==> config.mk <==
export PLATFORM = sky130hd
export DESIGN_NAME = chain_control_status_regs
export DESIGN_NICKNAME = d
export VERILOG_FILES = /design/src/include/chain_regs_pkg.sv /design/src/hdl/flag_bank.sv /design/src/hdl/command_arbiter.sv /design/src/hdl/chain_control_status_regs.sv
export SDC_FILE = /design/constraint.sdc
export NUM_CORES = 1
export LEC_CHECK = 0
export BUFFER_PORTS_ARGS = -buffer_cell sky130_fd_sc_hd__buf_2
export CAP_MARGIN = 20
export CORE_MARGIN = 2
export CORE_UTILIZATION = 40
export DETAILED_ROUTE_END_ITERATION = 8
export GPL_ROUTABILITY_DRIVEN = 0
export PLACE_DENSITY = 0.73
export SYNTH_ARGS = -nofsm -noshare
export SYNTH_HDL_FRONTEND = slang
export SYNTH_HIERARCHICAL = 1
export SYNTH_SLANG_ARGS = --single-unit
==> constraint.sdc <==
create_clock -name clk -period 2.3 [get_ports clk]
set_input_delay 0.46 -clock clk [delete_from_list [all_inputs] [get_ports clk]]
set_output_delay 0.46 -clock clk [all_outputs]
set_load 0.01 [all_outputs]
==> src/include/chain_regs_pkg.sv <==
// Contract
// - Role bit marks base or stacked unit
// - Role bit marks highest unit of stack
// - Wake tone bit sends tone, self-clears
// - Sleep-to-active bit sends tone, self-clears
// - Off state bit powers device off, self-clears
// - Sleep state bit sleeps device, self-clears
// - Reset bit resets logic, sends wake tone
// - Auto-address bit enables address writing
// - Reset, off, sleep; wake, s2a, hard order
// - Power commands override tones in one write
// - Hard reset tone bit clears on read
// - Host CRC bytes stored, reset 0x57/0x89
// - Computed CRC bytes are read-only
// - Temp window ready after round-robin pass
// - Volt window ready after round-robin pass
// - Protector self-test done cleared on start
// - Supply self-test done set, cleared on start
// - Aux ready flags set, cleared on rising start
// - Main ready set per pass, cleared on start
// - Filter ready cleared and restarted on inject
// - Comparison ready flags cleared on start
// - CRC complete bit set, cleared on read
package chain_regs_pkg;

	// ----------------------------------------
	// Register indices (byte address = 4 * index)
	// ----------------------------------------
	localparam int IDX_W = 11;
	localparam logic [10:0] IDX_HOST_CRC_HIGH = 11'h036;
	localparam logic [10:0] IDX_HOST_CRC_LOW = 11'h037;
	localparam logic [10:0] IDX_CHAIN_ROLE = 11'h308;
	localparam logic [10:0] IDX_POWER_TONE = 11'h309;
	localparam logic [10:0] IDX_RESET_TONE_REF = 11'h30a;
	localparam logic [10:0] IDX_CALC_CRC_HIGH = 11'h50c;
	localparam logic [10:0] IDX_CALC_CRC_LOW = 11'h50d;
	localparam logic [10:0] IDX_DIAG_READY = 11'h526;
	localparam logic [10:0] IDX_CONV_READY = 11'h527;
	localparam logic [10:0] IDX_COMP_READY = 11'h528;
	localparam logic [10:0] IDX_DEVICE_STATUS = 11'h52c;

	// ----------------------------------------
	// Field positions
	// ----------------------------------------
	localparam int ROLE_STACK_BIT = 1;
	localparam int ROLE_TOP_BIT = 0;
	localparam int CMD_OFF_TONE_BIT = 6;
	localparam int CMD_WAKE_TONE_BIT = 5;
	localparam int CMD_S2A_TONE_BIT = 4;
	localparam int CMD_OFF_STATE_BIT = 3;
	localparam int CMD_SLEEP_STATE_BIT = 2;
	localparam int CMD_DIG_RESET_BIT = 1;
	localparam int CMD_AUTO_ADDR_BIT = 0;
	localparam int CTL2_HARD_TONE_BIT = 1;
	localparam int CTL2_TSREF_BIT = 0;
	localparam int DEV_CRC_DONE_BIT = 5;

	// Flag vector layout: [4:0] diag, [7:5] conv, [12:8] comp register bits 3:0 plus filter
	localparam int NUM_FLAGS = 13;
	localparam int FLG_DIAG_LSB = 0;
	localparam int FLG_CONV_LSB = 5;
	localparam int FLG_COMP_LSB = 8;
	localparam int FLG_FILTER = 12;
	localparam int COMP_FILTER_BIT = 5;

	// ----------------------------------------
	// Reset values and modes
	// ----------------------------------------
	localparam logic [7:0] HOST_CRC_HIGH_RST = 8'h57;
	localparam logic [7:0] HOST_CRC_LOW_RST = 8'h89;
	localparam logic [7:0] CALC_CRC_HIGH_RST = 8'h31;
	localparam logic [7:0] CALC_CRC_LOW_RST = 8'hf3;
	localparam logic [1:0] MODE_ROUND_ROBIN = 2'h1;
	localparam logic [1:0] MODE_SELFTEST = 2'h2;

	// Power request order: 0 digital reset, 1 off, 2 sleep
	// Tone request order: 0 wake, 1 sleep-to-active, 2 hard reset, 3 off
	localparam int NUM_POWER = 3;
	localparam int NUM_TONE = 4;

endpackage

==> src/hdl/flag_bank.sv <==
`timescale 1ns/1ps
module flag_bank #(
	parameter int N = 13
) (
	input wire logic clk,
	input wire logic sys_rst,
	input wire logic [N-1:0] set_evt,
	input wire logic [N-1:0] clr_evt,
	output logic [N-1:0] flags
);

	typedef struct packed {
		logic [N-1:0] q;
	} bank_t;

	bank_t s_r;
	bank_t s_nxt;

	// A completion landing on the clearing cycle must not be lost
	always_comb begin
		s_nxt.q = (s_r.q & ~clr_evt) | set_evt;
	end

	always_ff @(posedge clk or posedge sys_rst) begin
		if (sys_rst) begin
			s_r <= '0;
		end else begin
			s_r <= s_nxt;
		end
	end

	assign flags = s_r.q;

endmodule

==> src/hdl/command_arbiter.sv <==
`timescale 1ns/1ps
module command_arbiter import chain_regs_pkg::*; (
	input wire logic [NUM_POWER-1:0] power_req,
	input wire logic [NUM_TONE-1:0] tone_req,
	output logic [NUM_POWER-1:0] power_grant,
	output logic [NUM_TONE-1:0] tone_grant
);

	function automatic logic [3:0] first_one(input logic [3:0] req);
		logic [3:0] g;
		g = 4'h0;
		for (int i = 3; i >= 0; i--) begin
			if (req[i]) begin
				g = 4'h0;
				g[i] = 1'b1;
			end
		end
		return g;
	endfunction

	logic [3:0] pwr_pick;
	logic [3:0] tone_pick;

	always_comb begin
		pwr_pick = first_one({1'b0, power_req});
		tone_pick = first_one(tone_req);
		power_grant = pwr_pick[NUM_POWER-1:0];
		// Any power command suppresses every tone of the same write
		tone_grant = (|power_req) ? 4'h0 : tone_pick;
	end

endmodule

==> src/hdl/chain_control_status_regs.sv <==
// Design decision made here: the Avalon-MM interface to the registers.
`timescale 1ns/1ps
module chain_control_status_regs import chain_regs_pkg::*; (
	input wire logic clk,
	input wire logic sys_rst,
	// Avalon-MM slave, byte address
	input wire logic [12:0] avs_address,
	input wire logic avs_read,
	input wire logic avs_write,
	input wire logic [31:0] avs_writedata,
	input wire logic [3:0] avs_byteenable,
	output logic [31:0] avs_readdata,
	output logic avs_waitrequest,
	// Chain role and mode levels
	output logic stack_unit,
	output logic highest_chain_unit,
	output logic auto_address_mode,
	output logic thermistor_ref_enable,
	// Tone and power command pulses
	output logic emit_off_tone,
	output logic emit_wake_tone,
	output logic emit_sleep_to_active_tone,
	output logic emit_hard_reset_tone,
	output logic enter_off_state,
	output logic enter_sleep_state,
	output logic digital_reset_request,
	// Customer CRC
	output logic [7:0] host_crc_high,
	output logic [7:0] host_crc_low,
	input wire logic crc_result_valid,
	input wire logic [15:0] crc_result,
	// Protector engines
	input wire logic temp_protector_go,
	input wire logic [1:0] temp_protector_mode,
	input wire logic temp_pass_done,
	input wire logic temp_selftest_end,
	input wire logic volt_protector_go,
	input wire logic [1:0] volt_protector_mode,
	input wire logic volt_pass_done,
	input wire logic volt_selftest_end,
	input wire logic supply_selftest_start,
	input wire logic supply_selftest_end,
	// Converters
	input wire logic aux_start,
	input wire logic aux_cell_pass_done,
	input wire logic aux_misc_pass_done,
	input wire logic main_start,
	input wire logic main_pass_done,
	input wire logic filter_fault_inject,
	input wire logic filter_checks_done,
	output logic filter_checks_restart,
	// Diagnostic comparison
	input wire logic comparison_start,
	input wire logic sense_open_wire_end,
	input wire logic balance_open_wire_end,
	input wire logic balance_switch_end,
	input wire logic cross_check_end
);

	// ----------------------------------------
	// State
	// ----------------------------------------
	typedef struct packed {
		logic ack;
		logic [31:0] rdata;
		logic role_stack;
		logic role_top;
		logic auto_addr;
		logic hard_tone_bit;
		logic tsref;
		logic [7:0] host_hi;
		logic [7:0] host_lo;
		logic [7:0] calc_hi;
		logic [7:0] calc_lo;
		logic crc_done;
		logic aux_start_d;
		logic main_start_d;
		logic [NUM_TONE-1:0] tone_out;
		logic [NUM_POWER-1:0] power_out;
		logic filter_restart;
	} regs_t;

	regs_t s_r;
	regs_t s_nxt;

	function automatic logic hit(input logic [12:0] addr, input logic [10:0] idx);
		return addr[12:2] == idx;
	endfunction

	// ----------------------------------------
	// Bus decode
	// ----------------------------------------
	// Every access takes exactly one wait cycle; writes and read side effects
	// land on the edge at which waitrequest is seen low.
	logic req;
	logic wr_go;
	logic rd_go;
	logic [7:0] wd;
	logic wr_cmd;

	assign req = avs_read | avs_write;
	assign avs_waitrequest = req & ~s_r.ack;
	assign wr_go = avs_write & s_r.ack & avs_byteenable[0];
	assign rd_go = avs_read & s_r.ack;
	assign wd = avs_writedata[7:0];
	assign wr_cmd = wr_go & hit(avs_address, IDX_POWER_TONE);

	// ----------------------------------------
	// Command arbitration
	// ----------------------------------------
	logic [NUM_POWER-1:0] power_req;
	logic [NUM_TONE-1:0] tone_req;
	logic [NUM_POWER-1:0] power_grant;
	logic [NUM_TONE-1:0] tone_grant;
	logic hard_tone_wr;

	assign hard_tone_wr = wr_go & hit(avs_address, IDX_RESET_TONE_REF)
		& wd[CTL2_HARD_TONE_BIT];
	assign power_req = {wd[CMD_SLEEP_STATE_BIT], wd[CMD_OFF_STATE_BIT],
		wd[CMD_DIG_RESET_BIT]} & {NUM_POWER{wr_cmd}};
	assign tone_req = {wd[CMD_OFF_TONE_BIT] & wr_cmd, hard_tone_wr,
		wd[CMD_S2A_TONE_BIT] & wr_cmd, wd[CMD_WAKE_TONE_BIT] & wr_cmd};

	command_arbiter u_arb (
		.power_req(power_req),
		.tone_req(tone_req),
		.power_grant(power_grant),
		.tone_grant(tone_grant)
	);

	// ----------------------------------------
	// Ready flags
	// ----------------------------------------
	logic [NUM_FLAGS-1:0] flag_set;
	logic [NUM_FLAGS-1:0] flag_clr;
	logic [NUM_FLAGS-1:0] flags;
	logic temp_rr_go;
	logic temp_bist_go;
	logic volt_rr_go;
	logic volt_bist_go;
	logic aux_rise;
	logic main_rise;

	assign temp_rr_go = temp_protector_go & (temp_protector_mode == MODE_ROUND_ROBIN);
	assign temp_bist_go = temp_protector_go & (temp_protector_mode == MODE_SELFTEST);
	assign volt_rr_go = volt_protector_go & (volt_protector_mode == MODE_ROUND_ROBIN);
	assign volt_bist_go = volt_protector_go & (volt_protector_mode == MODE_SELFTEST);
	// Start levels come from engine logic on this clock, so no synchroniser
	assign aux_rise = aux_start & ~s_r.aux_start_d;
	assign main_rise = main_start & ~s_r.main_start_d;

	always_comb begin
		flag_set = '0;
		flag_clr = '0;
		flag_set[FLG_DIAG_LSB + 4] = temp_pass_done;
		flag_clr[FLG_DIAG_LSB + 4] = temp_rr_go;
		flag_set[FLG_DIAG_LSB + 3] = volt_pass_done;
		flag_clr[FLG_DIAG_LSB + 3] = volt_rr_go;
		flag_set[FLG_DIAG_LSB + 2] = temp_selftest_end;
		flag_clr[FLG_DIAG_LSB + 2] = temp_bist_go;
		flag_set[FLG_DIAG_LSB + 1] = volt_selftest_end;
		flag_clr[FLG_DIAG_LSB + 1] = volt_bist_go;
		flag_set[FLG_DIAG_LSB] = supply_selftest_end;
		flag_clr[FLG_DIAG_LSB] = supply_selftest_start;
		flag_set[FLG_CONV_LSB + 2] = aux_cell_pass_done;
		flag_clr[FLG_CONV_LSB + 2] = aux_rise;
		flag_set[FLG_CONV_LSB + 1] = aux_misc_pass_done;
		flag_clr[FLG_CONV_LSB + 1] = aux_rise;
		flag_set[FLG_CONV_LSB] = main_pass_done;
		flag_clr[FLG_CONV_LSB] = main_rise;
		flag_set[FLG_COMP_LSB + 3] = sense_open_wire_end;
		flag_set[FLG_COMP_LSB + 2] = balance_open_wire_end;
		flag_set[FLG_COMP_LSB + 1] = balance_switch_end;
		flag_set[FLG_COMP_LSB] = cross_check_end;
		flag_clr[FLG_COMP_LSB +: 4] = {4{comparison_start}};
		// A new main run or an injected fault clears filter ready; only the fault restarts the checks
		flag_set[FLG_FILTER] = filter_checks_done & ~filter_fault_inject;
		flag_clr[FLG_FILTER] = filter_fault_inject | main_rise;
	end

	flag_bank #(
		.N(NUM_FLAGS)
	) u_flags (
		.clk(clk),
		.sys_rst(sys_rst),
		.set_evt(flag_set),
		.clr_evt(flag_clr),
		.flags(flags)
	);

	// ----------------------------------------
	// Read mux
	// ----------------------------------------
	logic [7:0] rd_byte;

	always_comb begin
		rd_byte = 8'h00;
		case (avs_address[12:2])
			IDX_HOST_CRC_HIGH: rd_byte = s_r.host_hi;
			IDX_HOST_CRC_LOW: rd_byte = s_r.host_lo;
			IDX_CHAIN_ROLE: begin
				rd_byte[ROLE_STACK_BIT] = s_r.role_stack;
				rd_byte[ROLE_TOP_BIT] = s_r.role_top;
			end
			// Command bits self-clear, so only the mode bit reads back
			IDX_POWER_TONE: rd_byte[CMD_AUTO_ADDR_BIT] = s_r.auto_addr;
			IDX_RESET_TONE_REF: begin
				rd_byte[CTL2_HARD_TONE_BIT] = s_r.hard_tone_bit;
				rd_byte[CTL2_TSREF_BIT] = s_r.tsref;
			end
			IDX_CALC_CRC_HIGH: rd_byte = s_r.calc_hi;
			IDX_CALC_CRC_LOW: rd_byte = s_r.calc_lo;
			IDX_DIAG_READY: rd_byte[4:0] = flags[FLG_DIAG_LSB +: 5];
			IDX_CONV_READY: rd_byte[2:0] = flags[FLG_CONV_LSB +: 3];
			IDX_COMP_READY: begin
				rd_byte[3:0] = flags[FLG_COMP_LSB +: 4];
				rd_byte[COMP_FILTER_BIT] = flags[FLG_FILTER];
			end
			IDX_DEVICE_STATUS: rd_byte[DEV_CRC_DONE_BIT] = s_r.crc_done;
			default: rd_byte = 8'h00;
		endcase
	end

	// ----------------------------------------
	// Next state
	// ----------------------------------------
	always_comb begin
		s_nxt = s_r;
		s_nxt.ack = req & ~s_r.ack;
		if (req & ~s_r.ack) begin
			s_nxt.rdata = {24'h00_0000, rd_byte};
		end
		s_nxt.aux_start_d = aux_start;
		s_nxt.main_start_d = main_start;
		s_nxt.filter_restart = filter_fault_inject;
		// Pulses last one cycle; of their command bits only the hard reset tone bit reads back as set
		s_nxt.power_out = power_grant;
		s_nxt.tone_out = tone_grant;
		// Digital reset also wakes the devices above
		s_nxt.tone_out[0] = tone_grant[0] | power_grant[0];
		if (wr_go) begin
			if (hit(avs_address, IDX_HOST_CRC_HIGH)) begin
				s_nxt.host_hi = wd;
			end
			if (hit(avs_address, IDX_HOST_CRC_LOW)) begin
				s_nxt.host_lo = wd;
			end
			if (hit(avs_address, IDX_CHAIN_ROLE)) begin
				s_nxt.role_stack = wd[ROLE_STACK_BIT];
				s_nxt.role_top = wd[ROLE_TOP_BIT];
			end
			if (wr_cmd) begin
				s_nxt.auto_addr = wd[CMD_AUTO_ADDR_BIT];
			end
			if (hit(avs_address, IDX_RESET_TONE_REF)) begin
				s_nxt.tsref = wd[CTL2_TSREF_BIT];
			end
		end
		// Clear-on-read acts after the data was captured; a new set wins
		if (rd_go & hit(avs_address, IDX_RESET_TONE_REF)) begin
			s_nxt.hard_tone_bit = 1'b0;
		end
		if (hard_tone_wr) begin
			s_nxt.hard_tone_bit = 1'b1;
		end
		if (rd_go & hit(avs_address, IDX_DEVICE_STATUS)) begin
			s_nxt.crc_done = 1'b0;
		end
		if (crc_result_valid) begin
			s_nxt.calc_hi = crc_result[15:8];
			s_nxt.calc_lo = crc_result[7:0];
			s_nxt.crc_done = 1'b1;
		end
	end

	always_ff @(posedge clk or posedge sys_rst) begin
		if (sys_rst) begin
			s_r <= '0;
			s_r.host_hi <= HOST_CRC_HIGH_RST;
			s_r.host_lo <= HOST_CRC_LOW_RST;
			s_r.calc_hi <= CALC_CRC_HIGH_RST;
			s_r.calc_lo <= CALC_CRC_LOW_RST;
		end else begin
			s_r <= s_nxt;
		end
	end

	// ----------------------------------------
	// Outputs
	// ----------------------------------------
	assign avs_readdata = s_r.rdata;
	assign stack_unit = s_r.role_stack;
	assign highest_chain_unit = s_r.role_top;
	assign auto_address_mode = s_r.auto_addr;
	assign thermistor_ref_enable = s_r.tsref;
	assign host_crc_high = s_r.host_hi;
	assign host_crc_low = s_r.host_lo;
	assign emit_wake_tone = s_r.tone_out[0];
	assign emit_sleep_to_active_tone = s_r.tone_out[1];
	assign emit_hard_reset_tone = s_r.tone_out[2];
	assign emit_off_tone = s_r.tone_out[3];
	assign digital_reset_request = s_r.power_out[0];
	assign enter_off_state = s_r.power_out[1];
	assign enter_sleep_state = s_r.power_out[2];
	assign filter_checks_restart = s_r.filter_restart;

endmodule

==> results of run 1 <==
==> sequential cells by signal, summed over array words and instances, names as in the netlist, 8 cells and up <==
register	flops
u_flags/flags	13
host_crc_high	8
s_r	21
avs_readdata	8
host_crc_low	8
==> cells in the final DEF (no fill, tap or decap), types with 3 or more instances in the layout <==
cell type / instances
sky130_fd_sc_hd__and3b_1: 3
sky130_fd_sc_hd__a221oi_1: 3
sky130_fd_sc_hd__nand2_1: 7
sky130_fd_sc_hd__mux2i_1: 3
sky130_fd_sc_hd__o21ai_0: 3
sky130_fd_sc_hd__or2_2: 3
sky130_fd_sc_hd__nor2_1: 20
sky130_fd_sc_hd__mux2_4: 8
sky130_fd_sc_hd__a21o_1: 13
sky130_fd_sc_hd__nand3_1: 4
sky130_fd_sc_hd__buf_4: 16
sky130_fd_sc_hd__dfstp_2: 17
sky130_fd_sc_hd__nand2b_1: 3
sky130_fd_sc_hd__clkbuf_8: 9
sky130_fd_sc_hd__nor3_1: 4
sky130_fd_sc_hd__inv_1: 17
sky130_fd_sc_hd__mux2_2: 41
sky130_fd_sc_hd__buf_2: 101
sky130_fd_sc_hd__a22oi_1: 4
sky130_fd_sc_hd__dfrtp_1: 53
sky130_fd_sc_hd__and2_1: 6
sky130_fd_sc_hd__a21oi_1: 10
sky130_fd_sc_hd__nor4_1: 3
sky130_fd_sc_hd__nor2b_1: 6
sky130_fd_sc_hd__conb_1: 24
==> power breakdown <==
group	internal, mW	switching (mW)	total [mW]
Clock	0.609	0.474	1.08
Sequential	1.31	0.0390	1.35
Combinational	0.151	0.184	0.335
==> kinds of logic (layout without fill, tap and decap cells) <==
kind of cell,Yosys count,count (layout)
other cells,1,24
buf+inv,78,152
compound gates,42,42
mux,52,52
simple gates,79,79
flops,70,70
==> per-layer routing <==
metal  wire (um)  up-vias  GRT usage (%)
li1            -     1229              -
met4          70        0           5.37
met3         443        7           4.11
met5           0        -              0
met2        4130      101           30.0
met1        3640     1303           22.4
==> layout make-up <==
| type | count | share of cell area, % |
|---|---|---|
| Clock buffer | 10 | 2.93 |
| Clock inverter | 6 | 1.98 |
| Inverter | 18 | 1.55 |
| Multi-Input combinational cell | 197 | 34.7 |
| Sequential cell | 70 | 40.8 |
| Tap cell | 111 | 3.19 |
| Timing Repair Buffer | 118 | 14.8 |
==> synth_stat cells (2+ instances only) <==
library cell               number  area, sq um
sky130_fd_sc_hd__a21o_1        13         97.6
sky130_fd_sc_hd__or2_2          3         18.8
sky130_fd_sc_hd__nand3_1        4         20.0
sky130_fd_sc_hd__a222oi_1       2         20.0
sky130_fd_sc_hd__o21ai_0        3         15.0
sky130_fd_sc_hd__a21oi_1       10         50.1
sky130_fd_sc_hd__mux2_2        41          462
sky130_fd_sc_hd__dfstp_2       17          447
sky130_fd_sc_hd__nand2_1        7         26.3
sky130_fd_sc_hd__mux2i_1        3         30.0
sky130_fd_sc_hd__a221oi_1       3         26.3
sky130_fd_sc_hd__inv_1         18         67.6
sky130_fd_sc_hd__nor4b_1        2         17.5
sky130_fd_sc_hd__nor3b_1        2         15.0
sky130_fd_sc_hd__a32oi_1        2         17.5
sky130_fd_sc_hd__nor3_1         4         20.0
sky130_fd_sc_hd__dfrtp_1       53         1330
sky130_fd_sc_hd__and3b_1        3         26.3
sky130_fd_sc_hd__buf_4         50          375
sky130_fd_sc_hd__a22oi_1        4         30.0
sky130_fd_sc_hd__nor2b_1        6         37.5
sky130_fd_sc_hd__nand3b_1       2         15.0
sky130_fd_sc_hd__clkbuf_1       7         26.3
sky130_fd_sc_hd__and2_1         6         37.5
sky130_fd_sc_hd__nor4_2         2         25.0
sky130_fd_sc_hd__nor4_1         3         18.8
sky130_fd_sc_hd__nand2b_1       3         18.8
sky130_fd_sc_hd__nor2_1        20         75.1
sky130_fd_sc_hd__or4_4          2         22.5
sky130_fd_sc_hd__mux2_4         8          120
==> worst max-delay path by stage <==
stage | startpoint | endpoint | slack [ns] | depth (start not counted)
global route | s_r[80] | avs_waitrequest | 0.23 | 3
floorplan | avs_address[6] | emit_wake_tone | 0.27 | 6
global placement | avs_address[5] | emit_off_tone | 0.11 | 8
detailed placement | avs_address[5] | emit_off_tone | 0.05 | 8
CTS | s_r[80] | avs_waitrequest | 0.28 | 3
finish | s_r[80] | avs_waitrequest | 0.30 | 3
==> stage by stage <==
stage	instance area [sq um]	setup WS (ns)	instances	hold WS, ns	util [%]
2_1_floorplan	3770	0.274	345	0.337	-
3_3_place_gp	4140	0.110	514	0.454	45.4
3_5_place_dp	4140	0.0525	514	0.462	45.4
4_1_cts	4350	0.284	530	0.150	47.8
5_1_grt	4350	0.234	530	0.173	47.8
6_report	4350	0.297	530	0.151	47.8
==> critical path: stages (launching register included) <==
cell,delay [ns]
sky130_fd_sc_hd__dfrtp_1,0.41
sky130_fd_sc_hd__or2_2,0.37
sky130_fd_sc_hd__inv_1,0.24
sky130_fd_sc_hd__buf_2,0.19
==> impl_metrics.env, run 1 <==
export IMPL_finalPower_mw=2.77
export IMPL_hp_class="input pin to asynchronous set/reset pin"
export IMPL_grt_start_max_net_pins=28
export IMPL_ff2ff_path_depth=6
export IMPL_tritoncts="built"
export IMPL_initial_standard_cell_utilization_of_the_core_pct=40.5
export IMPL_final_hold_violation_count=0
export IMPL_area_added_between_synthesis_and_finish_pct=18.0
export IMPL_outcome="complete, no violations"
export IMPL_timing_rr_end="emit_off_tone"
export IMPL_vdd_ir_drop_max_uv=343
export IMPL_synth_adder_area_share_pct=0
export IMPL_io_pins=155
export IMPL_die_height_um=100
export IMPL_routed_wirelength_mm=8.29
export IMPL_pleak_nw=2.18
export IMPL_power_density_nw_per_um2=637
export IMPL_report_final_slew_viol_count=0
export IMPL_floorplan_core_area_sq_um=9110
export IMPL_synth_compound_area_share_pct=8.04
export IMPL_floorplan_die_area_sq_um=10000
export IMPL_gr_usage_all_layers_pct=17.7
export IMPL_number_of_filler_cells_placed_in_the_layout=847
export IMPL_drt_iter0_drc=123
export IMPL_worst_endpoint_arrival_ns=1.54
export IMPL_synthCells=322
export IMPL_portBuffers=101
export IMPL_cts_resized=0
export IMPL_dieWidth_um=100
export IMPL_synth_cell_area_sq_um=3690
export IMPL_drt_drc_violations_left=0
export IMPL_synth_edf_count=0
export IMPL_crit_path_end_kind="primary output"
export IMPL_postCtsHoldBufs=0
export IMPL_nets=508
export IMPL_setup_total_negative_slack_ns=0
export IMPL_global_route_wire_length_before_repair_mm=13.6
export IMPL_clock_root_buffer="sky130_fd_sc_hd__clkbuf_8"
export IMPL_setup_violations_final=0
export IMPL_critPathKind="register to primary output"
export IMPL_route_vias_total=2640
export IMPL_place_detailed_hpwl_mm=6.44
export IMPL_cts_sinks=70
export IMPL_synth_top_family_by_area="multiplexers"
export IMPL_max_cap_violations=0
export IMPL_final_period_utilization_pct=87.1
export IMPL_synthDistinctLibCells=49
export IMPL_grt_antenna_before_repair=0
export IMPL_initial_drt_pass_iterations=4
export IMPL_syn_mean_instance_area_sq_um=11.5
export IMPL_yosys_mux_area_fraction_pct=16.6
export IMPL_worst_skew_pair_late_latency_ns=0.34
export IMPL_wl_per_cell_um=15.6
export IMPL_max_slew_margin_pct=65.7
export IMPL_register_to_register_setup_slack_ns=0.44
export IMPL_grt_setup_unrepaired="false"
export IMPL_yosysWarnings=6
export IMPL_gr_total_overflow=0
export IMPL_dominantRegCellSynth="sky130_fd_sc_hd__dfrtp_1"
export IMPL_rr_startpoint="s_r[80]"
export IMPL_post_synth_and_or_nand_nor_area_fraction_pct=13.9
export IMPL_max_freq_ghz=0.499
export IMPL_drt_vias_per_instance=4.98
export IMPL_cts_buffer_depth=2
export IMPL_timing_final_crit_period_ns=2.00
export IMPL_cts_setup_buffers=0
export IMPL_synthXorXnorAreaFrac_pct=0
export IMPL_timing_critical_path_fanout_max=8
export IMPL_ys_async_sr_fraction_pct=100
export IMPL_layout_drive_gt1_share_pct=50.8
export IMPL_antenna_left=0
export IMPL_finClkSkew_ns=0.00670
export IMPL_critPathLaunchType="register"
export IMPL_grt_pass1_vias=2674
export IMPL_ys_ff_latch=70
export IMPL_numCtsBuffers=9
export IMPL_multiInputGateArea_sq_um=1510
export IMPL_antennaDiodeCount=0
export IMPL_yosysSeqAreaShare_pct=48.1
export IMPL_placement_rows=35
export IMPL_timing_critical_path_required_ns=1.84
export IMPL_htree_levels=3
export IMPL_ff_latch_area_sq_um=1770
export IMPL_worst_slew_pin_transition_ns=0.513
export IMPL_clkSlewWorstSetupHoldPaths_ns=0.08
(Power assumes the default switching activity.)
==> inputs of run 2 (changes only) <==
Settings changed: CORE_MARGIN 2 to not set, RECOVER_POWER set to 50.
==> run 2 against run 1 <==
  * The run now ends with DRC left
  * Register-to-register slack got worse by 0.02 ns
  * Setup slack better by 0.017 ns
  * Die area is 4.0% lower
  * First-iteration DRC count grew 12%
  * Combinational power down 2%
  * Wire length shrank 4.6%
  * Utilization increased by 1.2 points
  * Clock-buffer cell count fell by 1
  * Hold slack improved by 0.0035 ns
  * Global-route usage decreased by 0.30 points
  * Cell count is 1.1% lower
  * Critical endpoint unchanged
==> impl_metrics.env, run 2 (synthesis results as in run 1) <==
export IMPL_numCtsBuffers=9
export IMPL_leading_cell_type_in_the_layout_fill_and_taps_excluded="sky130_fd_sc_hd__buf_2"
export IMPL_tritoncts="built"
export IMPL_global_route_wire_length_before_repair_mm=12.9
export IMPL_cts_setup_buffers=0
export IMPL_max_cap_violations=0
export IMPL_grt_setup_unrepaired="false"
export IMPL_initial_standard_cell_utilization_of_the_core_pct=41.9
export IMPL_area_added_between_synthesis_and_finish_pct=17.0
export IMPL_path_cells="or2_2, inv_1, buf_2"
export IMPL_outcome="complete, but fails checks"
export IMPL_max_freq_ghz=0.504
export IMPL_place_detailed_hpwl_mm=6.06
export IMPL_timing_critical_path_fanout_max=8
export IMPL_timing_critical_path_max_delay_family="buffers and inverters"
export IMPL_top_register="s_r"
export IMPL_cp_slowest_stage_delay_ns=0.41
export IMPL_timing_final_crit_period_ns=1.99
export IMPL_dp_slack_ns=0.0580
export IMPL_layout_drive_gt1_share_pct=50.0
export IMPL_grt_start_max_net_pins=58
export IMPL_drt_iter0_drc=138
export IMPL_max_slew_margin_pct=3.45
export IMPL_hp_class="input pin to asynchronous set/reset pin"
export IMPL_gr_total_overflow=0
export IMPL_worst_slew_pin_transition_ns=1.45
export IMPL_placement_rows=34
export IMPL_rr_startpoint="s_r[80]"
export IMPL_routed_wl_met3_um=412
export IMPL_route_top_layer_used="met4"
export IMPL_critPathKind="register to primary output"
export IMPL_flip_flop_count_of_the_largest_register_all_copies_and_words_added=21
export IMPL_grt_antenna_before_repair=0
export IMPL_setup_total_negative_slack_ns=0
export IMPL_gr_usage_all_layers_pct=17.4
export IMPL_drt_vias_per_instance=4.94
export IMPL_pleak_nw=2.16
export IMPL_nets=505
export IMPL_portBuffers=101
export IMPL_vdd_ir_drop_max_uv=278
export IMPL_register_to_register_setup_slack_ns=0.42
export IMPL_timing_critical_path_required_ns=1.84
export IMPL_report_final_slew_viol_count=0
export IMPL_die_height_um=98.0
export IMPL_power_density_nw_per_um2=641
export IMPL_setup_violations_final=0
export IMPL_wl_met2_mm=3.96
export IMPL_crit_buf_inv=2
export IMPL_floorplan_core_area_sq_um=8810
export IMPL_cts_sinks=70
export IMPL_final_critical_path_setup_slack_ns=0.315
export IMPL_final_hold_violation_count=0
export IMPL_dieWidth_um=98.0
export IMPL_grt_pass1_vias=2643
export IMPL_slowest_stage="sky130_fd_sc_hd__dfrtp_1"
export IMPL_wl_per_cell_um=15.1
export IMPL_antenna_left=0
export IMPL_worst_endpoint_arrival_ns=1.53
export IMPL_finClkSkew_ns=0.00528
export IMPL_most_common_layout_cells="99 x sky130_fd_sc_hd__buf_2, 53 x sky130_fd_sc_hd__dfrtp_1, 41 x sky130_fd_sc_hd__mux2_2"
export IMPL_postCtsHoldBufs=0
export IMPL_ff2ff_path_depth=6
export IMPL_violations="DRC"
export IMPL_clock_root_buffer="sky130_fd_sc_hd__clkbuf_8"
export IMPL_crit_path_end_kind="primary output"
export IMPL_clkSlewWorstSetupHoldPaths_ns=0.08
export IMPL_worst_skew_pair_late_latency_ns=0.33
export IMPL_cts_buffer_depth=2
export IMPL_critPathLaunchType="register"
export IMPL_initial_drt_pass_iterations=9
export IMPL_routed_wirelength_mm=7.90
export IMPL_io_pins=155
export IMPL_route_vias_total=2586
export IMPL_drt_drc_violations_left=8
export IMPL_timing_rr_end="emit_off_tone"
export IMPL_htree_levels=3
export IMPL_antennaDiodeCount=0
export IMPL_floorplan_die_area_sq_um=9610
export IMPL_cts_resized=0
export IMPL_final_period_utilization_pct=86.3
export IMPL_routedLengthMet1_mm=3.48
==> run 2: cell types whose count changed in the layout (fill, tap and decap cells not counted) <==
cell                         delta
sky130_fd_sc_hd__inv_6          +1
sky130_fd_sc_hd__clkbuf_2       +1
sky130_fd_sc_hd__clkinvlp_4     +1
sky130_fd_sc_hd__inv_2          -1
sky130_fd_sc_hd__inv_1          +1
sky130_fd_sc_hd__clkbuf_1       +1
sky130_fd_sc_hd__buf_12         -1
sky130_fd_sc_hd__clkinv_2       -1
sky130_fd_sc_hd__buf_2          -2
sky130_fd_sc_hd__buf_4          -3
==> run 2: metrics by stage <==
stage	util (%)	std cells	area (sq um)	power [mW]	hold slack, ns
after floorplan	-	345	3770	1.62	0.337
after detailed placement	46.7	508	4110	1.71	0.461
after global routing	49.0	524	4310	2.91	0.182
final	49.0	524	4310	2.77	0.155
after CTS	49.2	524	4330	2.82	0.155
after global placement	46.7	508	4110	1.70	0.454
==> run 2: area by class of cell <==
cell class                 instances  area [sq um]
clock inverter                     7          97.6
tap                              108           135
clock buffer                       9           124
timing repair buffer             115           606
multi-input combinational        197          1510
fill                             822          4490
sequential                        70          1770
inverter                          18          67.6
==> run 2: where the power goes <==
part           total [mW]  internal (mW)  switching, mW
logic               0.327          0.146          0.181
clock network        1.09          0.614          0.473
registers            1.35           1.31         0.0382
total                2.77           2.07          0.692
==> run 2: worst max-delay path by stage <==
stage / startpoint / endpoint / cells after the start
after floorplan: avs_address[6] / emit_wake_tone / 6
after global placement: avs_address[5] / emit_off_tone / 8
after detailed placement: avs_address[5] / emit_off_tone / 8
after CTS: s_r[80] / avs_waitrequest / 3
after global routing: s_r[80] / avs_waitrequest / 3
final: s_r[80] / avs_waitrequest / 3
==> run 2: routing by layer <==
metal	track usage, %	vias up
met1	22.2	1264
met3	3.51	5
met5	0	-
met2	29.1	95
li1	-	1222
met4	6.41	0
